[config.mk]
export PLATFORM = sky130hd
export DESIGN_NAME = rtsc_top
export DESIGN_NICKNAME = d
export VERILOG_FILES = /design/src/rtsc_pkg.sv /design/src/rtsc_top.sv
export SDC_FILE = /design/constraint.sdc
export NUM_CORES = 1
export LEC_CHECK = 0
export ABC_AREA = 1
export BUFFER_PORTS_ARGS = -buffer_cell sky130_fd_sc_hd__buf_2
export CORE_MARGIN = 3
export CORE_UTILIZATION = 50
export DETAILED_ROUTE_END_ITERATION = 10
export HOLD_SLACK_MARGIN = 0.08
export PLACE_DENSITY = 0.85
export SYNTH_ARGS = -nofsm -noshare
export SYNTH_HDL_FRONTEND = slang
export SYNTH_SLANG_ARGS = --single-unit
[constraint.sdc]
create_clock -name clock -period 2.8 [get_ports clock]
set_input_delay 0.14 -clock clock [delete_from_list [all_inputs] [get_ports clock]]
set_output_delay 0.14 -clock clock [all_outputs]
set_load 0.1 [all_outputs]
[src/rtsc_pkg.sv]
// reset and tri-state control: shared constants and types
// assumes one master clock; all pin inputs already synchronous to it except ext_reset_n assertion
// Function
// RL1 - clock output pin is held low while external reset is asserted
// RL2 - after reset the clock output pin carries the master clock
// RL3 - clock output pin becomes plain I/O only once the I/O controller selects it
// RL4 - any reset restores peripheral registers and makes the next fetch come from zero
// RL5 - only the program counter is forced, to address zero
// RL6 - external reset asserts asynchronously, release is synchronised to the master clock
// RL7 - board keeps the master clock valid for the last 10 cycles of reset
// RL8 - first instruction fetch comes 80 cycles after external reset rises
// RL9 - watchdog reset acts the same as the external reset input
// RL10 - watchdog reset does not resample straps; latched modes stay
// RL11 - external reset with watchdog request is handled as external, straps sampled
// RL12 - tri-state mode latched when select is low for the last 10 reset cycles
// RL13 - in tri-state mode every output driver is disabled
// RL14 - board holds tri-state select high during reset for normal use
// RL15 - tri-state select shares pad with line 21 and usart1 tx; strap only in reset
// RL16 - every peripheral pin comes out of reset as an input
// RL17 - boot memory selection latched from boot select during last 10 reset cycles
// RL18 - an address remap is undone only by internal or external reset
// RL19 - external reset release passes a two-stage synchroniser
package rtsc_pkg;
   localparam int PAD_COUNT = 32;
   localparam int STRAP_CYCLES = 10;
   localparam int SYNC_STAGES = 2;
   localparam int FETCH_DELAY_CYCLES = 80;
   // counted after the synchroniser, so its own delay is taken off
   localparam int DELAY_COUNT = FETCH_DELAY_CYCLES - SYNC_STAGES;
   localparam int CNT_W = 7;
   localparam logic [31:0] RESET_VECTOR = 32'h0000_0000;
   localparam logic [STRAP_CYCLES-1:0] STRAP_ALL_LOW = '0;
   localparam int TRI_PAD_INDEX = 21;
   localparam logic BOOT_MODE_RESET = 1'b1;
   localparam logic TRI_MODE_RESET = 1'b0;

   typedef enum logic [1:0] {
      ST_HOLD,
      ST_DELAY,
      ST_RUN
   } rtsc_state_e;

   typedef struct packed {
      logic [PAD_COUNT-1:0] value;
      logic [PAD_COUNT-1:0] enable;
   } rtsc_pad_s;

   typedef struct packed {
      logic boot_mode;
      logic tristate_mode;
   } rtsc_strap_s;
endpackage

[src/rtsc_top.sv]
// reset sequencer: reset release, strap latching, pad and clock-out drivers
// assumes pins are synchronous to clock except ext_reset_n assertion
`timescale 1ns/1ns
module rtsc_top (
   // clock and power-on reset of this block
   input wire logic clock,
   input wire logic srst,
   // reset sources
   input wire logic ext_reset_n,
   input wire logic wdog_reset_req,
   // strap inputs
   input wire logic tristate_select_n,
   input wire logic boot_select,
   // parallel_io_controller view of the pads
   input wire rtsc_pkg::rtsc_pad_s pio_pads,
   input wire logic clkout_gpio_sel,
   input wire logic clkout_gpio_value,
   input wire logic clkout_gpio_enable,
   // remap command from the memory controller
   input wire logic remap_cmd,
   // pad drivers
   output rtsc_pkg::rtsc_pad_s pad_drive,
   output logic clock_out_pin_o,
   output logic clock_out_pin_oe,
   // reset outputs to core and peripherals
   output logic periph_reset,
   output logic core_reset,
   output logic pc_load_zero,
   output logic [31:0] fetch_addr,
   // latched modes
   output rtsc_pkg::rtsc_strap_s straps,
   output logic remap_active
);
   logic sync1_reg;
   logic sync2_reg;
   logic ext_prev_reg;
   logic [rtsc_pkg::STRAP_CYCLES-1:0] tri_hist_reg;
   logic boot_last_reg;
   rtsc_pkg::rtsc_state_e state_reg;
   rtsc_pkg::rtsc_state_e state_next;
   logic [rtsc_pkg::CNT_W-1:0] cnt_reg;
   logic [rtsc_pkg::CNT_W-1:0] cnt_next;
   rtsc_pkg::rtsc_strap_s straps_reg;
   rtsc_pkg::rtsc_pad_s pad_reg;
   rtsc_pkg::rtsc_pad_s pad_next;
   logic periph_reset_reg;
   logic core_reset_reg;
   logic pc_zero_reg;
   logic [31:0] fetch_addr_reg;
   logic remap_reg;
   logic clk_run_reg;
   logic gpio_sel_reg;
   logic gpio_val_reg;
   logic gpio_en_reg;

   wire ext_low = !ext_reset_n;
   wire ext_rise = ext_prev_reg && ext_reset_n;
   wire hold = !sync2_reg || wdog_reset_req;
   wire cnt_done = cnt_reg == rtsc_pkg::CNT_W'(rtsc_pkg::DELAY_COUNT - 1);
   wire tri_latch = tri_hist_reg == rtsc_pkg::STRAP_ALL_LOW;
   wire drivers_off = hold || straps_reg.tristate_mode;
   // hold keeps the driver off until the newly latched tri-state mode is in force
   wire clk_pin_oe_next = !hold && !straps_reg.tristate_mode && (!gpio_sel_reg || gpio_en_reg);

   // release synchroniser, assertion bypasses it
   always_ff @(posedge clock or negedge ext_reset_n) begin
      if (!ext_reset_n) begin
         sync1_reg <= 1'b0; // RL6
         sync2_reg <= 1'b0;
      end else if (srst) begin
         sync1_reg <= 1'b0;
         sync2_reg <= 1'b0;
      end else begin
         sync1_reg <= 1'b1; // RL19
         sync2_reg <= sync1_reg;
      end
   end

   // strap history only builds while the pin holds reset; relies on the board clocking it
   always_ff @(posedge clock) begin
      if (srst) begin
         ext_prev_reg <= 1'b0;
         tri_hist_reg <= '1;
         boot_last_reg <= rtsc_pkg::BOOT_MODE_RESET;
      end else begin
         ext_prev_reg <= ext_low;
         if (ext_low) begin
            tri_hist_reg <= {tri_hist_reg[rtsc_pkg::STRAP_CYCLES-2:0], tristate_select_n}; // RL12
            boot_last_reg <= boot_select;
         end
      end
   end

   // only the external rising edge updates straps; watchdog never does
   always_ff @(posedge clock) begin
      if (srst) begin
         straps_reg.boot_mode <= rtsc_pkg::BOOT_MODE_RESET;
         straps_reg.tristate_mode <= rtsc_pkg::TRI_MODE_RESET;
      end else if (ext_rise) begin // RL10 RL11
         straps_reg.tristate_mode <= tri_latch; // RL12
         straps_reg.boot_mode <= boot_last_reg; // RL17
      end
   end

   // sequencer from reset hold to first fetch
   always_comb begin
      state_next = state_reg;
      cnt_next = cnt_reg;
      case (state_reg)
         rtsc_pkg::ST_HOLD: begin
            cnt_next = '0;
            state_next = rtsc_pkg::ST_DELAY;
         end
         rtsc_pkg::ST_DELAY: begin
            cnt_next = cnt_reg + rtsc_pkg::CNT_W'(1);
            if (cnt_done) begin
               state_next = rtsc_pkg::ST_RUN; // RL8
            end
         end
         rtsc_pkg::ST_RUN: begin
            cnt_next = cnt_reg;
         end
         default: begin
            state_next = rtsc_pkg::ST_HOLD;
            cnt_next = '0;
         end
      endcase
      if (hold) begin // RL9
         state_next = rtsc_pkg::ST_HOLD;
         cnt_next = '0;
      end
   end

   always_ff @(posedge clock or negedge ext_reset_n) begin
      if (!ext_reset_n) begin
         state_reg <= rtsc_pkg::ST_HOLD;
         cnt_reg <= '0;
      end else if (srst) begin
         state_reg <= rtsc_pkg::ST_HOLD;
         cnt_reg <= '0;
      end else begin
         state_reg <= state_next;
         cnt_reg <= cnt_next;
      end
   end

   // reset outputs; peripherals leave reset once the release is synchronised
   always_ff @(posedge clock or negedge ext_reset_n) begin
      if (!ext_reset_n) begin
         periph_reset_reg <= 1'b1; // RL4
         core_reset_reg <= 1'b1;
         pc_zero_reg <= 1'b0;
         fetch_addr_reg <= rtsc_pkg::RESET_VECTOR;
      end else if (srst) begin
         periph_reset_reg <= 1'b1;
         core_reset_reg <= 1'b1;
         pc_zero_reg <= 1'b0;
         fetch_addr_reg <= rtsc_pkg::RESET_VECTOR;
      end else begin
         periph_reset_reg <= hold; // RL9
         core_reset_reg <= state_next != rtsc_pkg::ST_RUN; // RL8
         pc_zero_reg <= state_reg == rtsc_pkg::ST_DELAY && cnt_done && !hold; // RL5
         fetch_addr_reg <= rtsc_pkg::RESET_VECTOR; // RL5
      end
   end

   // remap: reset beats a command in the same cycle
   always_ff @(posedge clock or negedge ext_reset_n) begin
      if (!ext_reset_n) begin
         remap_reg <= 1'b0; // RL18
      end else if (srst || hold) begin
         remap_reg <= 1'b0; // RL18
      end else if (remap_cmd) begin
         remap_reg <= 1'b1;
      end
   end

   // pads: inputs during reset, all off in tri-state mode; tri-state strap is sampled only in reset
   always_comb begin
      pad_next.value = pio_pads.value;
      pad_next.enable = pio_pads.enable;
      if (drivers_off) begin
         pad_next.enable = '0; // RL13 RL15 RL16
      end
   end

   always_ff @(posedge clock or negedge ext_reset_n) begin
      if (!ext_reset_n) begin
         pad_reg <= '0; // RL16
      end else if (srst) begin
         pad_reg <= '0;
      end else begin
         pad_reg <= pad_next;
      end
   end

   // clock-out pin controls; gpio select comes back to the clock on any reset
   always_ff @(posedge clock or negedge ext_reset_n) begin
      if (!ext_reset_n) begin
         clk_run_reg <= 1'b0; // RL1
         gpio_sel_reg <= 1'b0;
         gpio_val_reg <= 1'b0;
         gpio_en_reg <= 1'b0;
         clock_out_pin_oe <= 1'b0;
      end else if (srst) begin
         clk_run_reg <= 1'b0;
         gpio_sel_reg <= 1'b0;
         gpio_val_reg <= 1'b0;
         gpio_en_reg <= 1'b0;
         clock_out_pin_oe <= 1'b0;
      end else begin
         clk_run_reg <= !hold; // RL2
         gpio_sel_reg <= clkout_gpio_sel && !hold; // RL3
         gpio_val_reg <= clkout_gpio_value;
         gpio_en_reg <= clkout_gpio_enable;
         clock_out_pin_oe <= clk_pin_oe_next; // RL13
      end
   end

   // the clock copy cannot come from a flop; run changes on rise while the clock is high, so the gating is not glitch-free
   assign clock_out_pin_o = gpio_sel_reg ? gpio_val_reg : (clock && clk_run_reg); // RL1 RL2 RL3

   assign pad_drive = pad_reg;
   assign periph_reset = periph_reset_reg;
   assign core_reset = core_reset_reg;
   assign pc_load_zero = pc_zero_reg;
   assign fetch_addr = fetch_addr_reg;
   assign straps = straps_reg;
   assign remap_active = remap_reg;
endmodule

==> impl_metrics.toml <==
[critical_path]
reg2reg_slack_ns = 1.22
cp-start-kind = "clock port"
critPathRequiredTime_ns = 2.66
crit_family = "buffers and inverters"
critical_path.n_buffers_inverters = 3
criticalPathCategory = "clock port to output port"
arrival_ns = 2.05
critical_path.most_common_cell = "clkbuf_8"
cp_cell_sequence = "clkbuf_8, clkbuf_8, nand2_1, o21ai_0, buf_2"
max_stage_delay_ns = 0.30
slowest_stage = "buf_2"
cp_max_fo = 2
endpoint_kind = "output port"

[clocking]
cts_tree = "done"
insertion_delay_ns = 0.46
clk_pin_slew_ns = 0.11

[layout]
drive_gt1_frac = 0.317
largest_reg_flops = 64
num_antenna_cells = 0
final_cells = 733
layout.nets = 705
final_cell_mix = "144 x buf_2, 90 x inv_1, 82 x dfrtp_1"
mostFrequentLayoutCell = "buf_2"
fillers = 417
syn_to_final_growth_pct = 43.3
final_core_util = 0.751
final_area_mm2 = 0.00553

[place]
gp_congestion = 0.850
place_hpwl_um = 6010
placed_area_mm2 = 0.00452
dp_cells = 637
io_buffers = 145

[global_route]
grt_max_degree = 60
grt_pass1_wl_um = 17900
antenna_found_initial = 0
overflow = 0
grt.total_usage = 0.273
grt_pass1_vias = 3563

[routing]
vias_per_cell = 4.72
met3_length_um = 1090
drtIter0Drc = 285
wl_met2_um = 6090
top_layer_used = "met4"
vias = 3461
wl_per_cell_um = 16.0
drtPass1Iterations = 5
drt_wl_total_um = 11700
remaining_drc_errors = 0
wirelength_met1_um = 3930
drtAntennaViolNets = 0

[sta]
final-max-slew-violation-count = 0
slew_headroom = 0.384
setup_viol = 0
worst_slew_pin_slew_ns = 0.924
fin_skew_ns = 0.0171
hold_viol = 0
whs_ns = 0.212
rsz0062_at_grt = "false"
fin_setup_tns_ns = 0

[power]
power_frac_seq = 0.458
swShare = 0.359
leakagePower_uw = 0.00323
power_frac_comb = 0.227
power.density_mw_per_mm2 = 585
clkPwrFrac = 0.315
switching_power_uw = 1160
peakVddDrop_v = 0.000242
internal_power_uw = 2070

[synthesis]
synth.avg_cell_area_um2 = 9.58
ys_warn_count = 0
syn_area_mm2 = 0.00386
synth_top_area_cell = "dfrtp_1"
ys_types = 22
synth-seq-cells = 98
synth_area_leaders = "dfrtp_1 53%, inv_1 8.8%, dfxtp_1 7.3%, buf_4 6.2%, nor2_1 5.3%"
synth_cells = 403
yosysSeqAreaShare = 0.618
synth_top_area_frac = 0.532

[floorplan]
num_rows = 31
pin_count = 178
fp.coreArea_mm2 = 0.00737
die_h_um = 93.9
fp.dieW_um = 93.9
fp.dieArea_mm2 = 0.00881
start_util = 0.524

[outcome]
status = "finished clean"

[worst_hold_path]
min_path_type = "primary input to asynchronous set/reset pin"

[flow_run]
drv_cap = 0
==> cell families after synthesis <==
family,after synthesis,share of synthesized area
simple gates,148,0.174
buf+inv,134,0.172
flops,98,0.618
compound gates,19,0.0259
fa+ha+maj,2,0.00648
xor+xnor,1,0.00227
other cells,1,0.000972
==> through the flow <==
| step | setup slack [ns] | total power (uW) |
|---|---|---|
| after floorplan | 0.167 | 2050 |
| after global placement | 0.881 | 2140 |
| after detailed placement | 0.881 | 2150 |
| after CTS | 0.596 | 3200 |
| after global routing | 0.550 | 3350 |
| final | 0.608 | 3240 |
==> power by group through the flow <==
stage                     clock network, uW  registers, uW  logic [uW]
final                                  1020           1480         736
after global routing                   1100           1480         765
after global placement                 10.6           1500         626
after CTS                              1010           1480         718
after floorplan                        9.60           1750         299
after detailed placement               10.6           1500         633
==> layer usage <==
| layer | vias up | track usage |
|---|---|---|
| met4 | 0 | 0.181 |
| met2 | 229 | 0.478 |
| met1 | 1628 | 0.278 |
| li1 | 1548 | - |
| met3 | 56 | 0.0825 |
| met5 | - | 0 |
==> path summary, 6_finish.rpt <==
path                       cells after the start                 from                      end
min reg2reg                                    2  sync1_reg$_DFF_PN0_      sync2_reg$_DFF_PN0_
max reg2reg                                    3  sync2_reg$_DFF_PN0_   pad_drive[1]$_DFF_PN0_
min                                            2          ext_reset_n    clk_run_reg$_DFF_PN0_
max                                            5                clock          clock_out_pin_o
max in group asynchronous                      3          ext_reset_n  pad_drive[55]$_DFF_PN0_
min in group clock                             4         pio_pads[61]  pad_drive[61]$_DFF_PN0_
==> cells in the mapped netlist, drive strengths merged <==
cell type / number
or2: 1
dfxtp: 14
nand2: 44
nor2: 84
nand4: 2
a21oi: 7
conb: 1
xnor2: 1
nand3: 17
clkinv: 1
dfstp: 2
clkbuf: 6
o22ai: 2
o21ai: 9
inv: 90
buf: 37
ha: 2
dfrtp: 82
o211ai: 1
==> area by class of cell <==
cell class | count | area, um^2 | area share
Sequential cell | 98 | 2380 | 0.431
Timing Repair Buffer | 223 | 1510 | 0.273
Multi-Input combinational cell | 202 | 926 | 0.167
Inverter | 91 | 347 | 0.0627
Clock buffer | 14 | 184 | 0.0333
Tap cell | 99 | 124 | 0.0224
Clock inverter | 6 | 57.6 | 0.0104
==> what timing repair did <==
action                                 in CTS  in global routing
resized for setup                           0                  0
setup buffers                               0                  0
hold buffers                               77                  0
endpoints found under the hold margin     105                  0
setup endpoints to repair                   0                  0
Power figures use the tool's default switching activity.
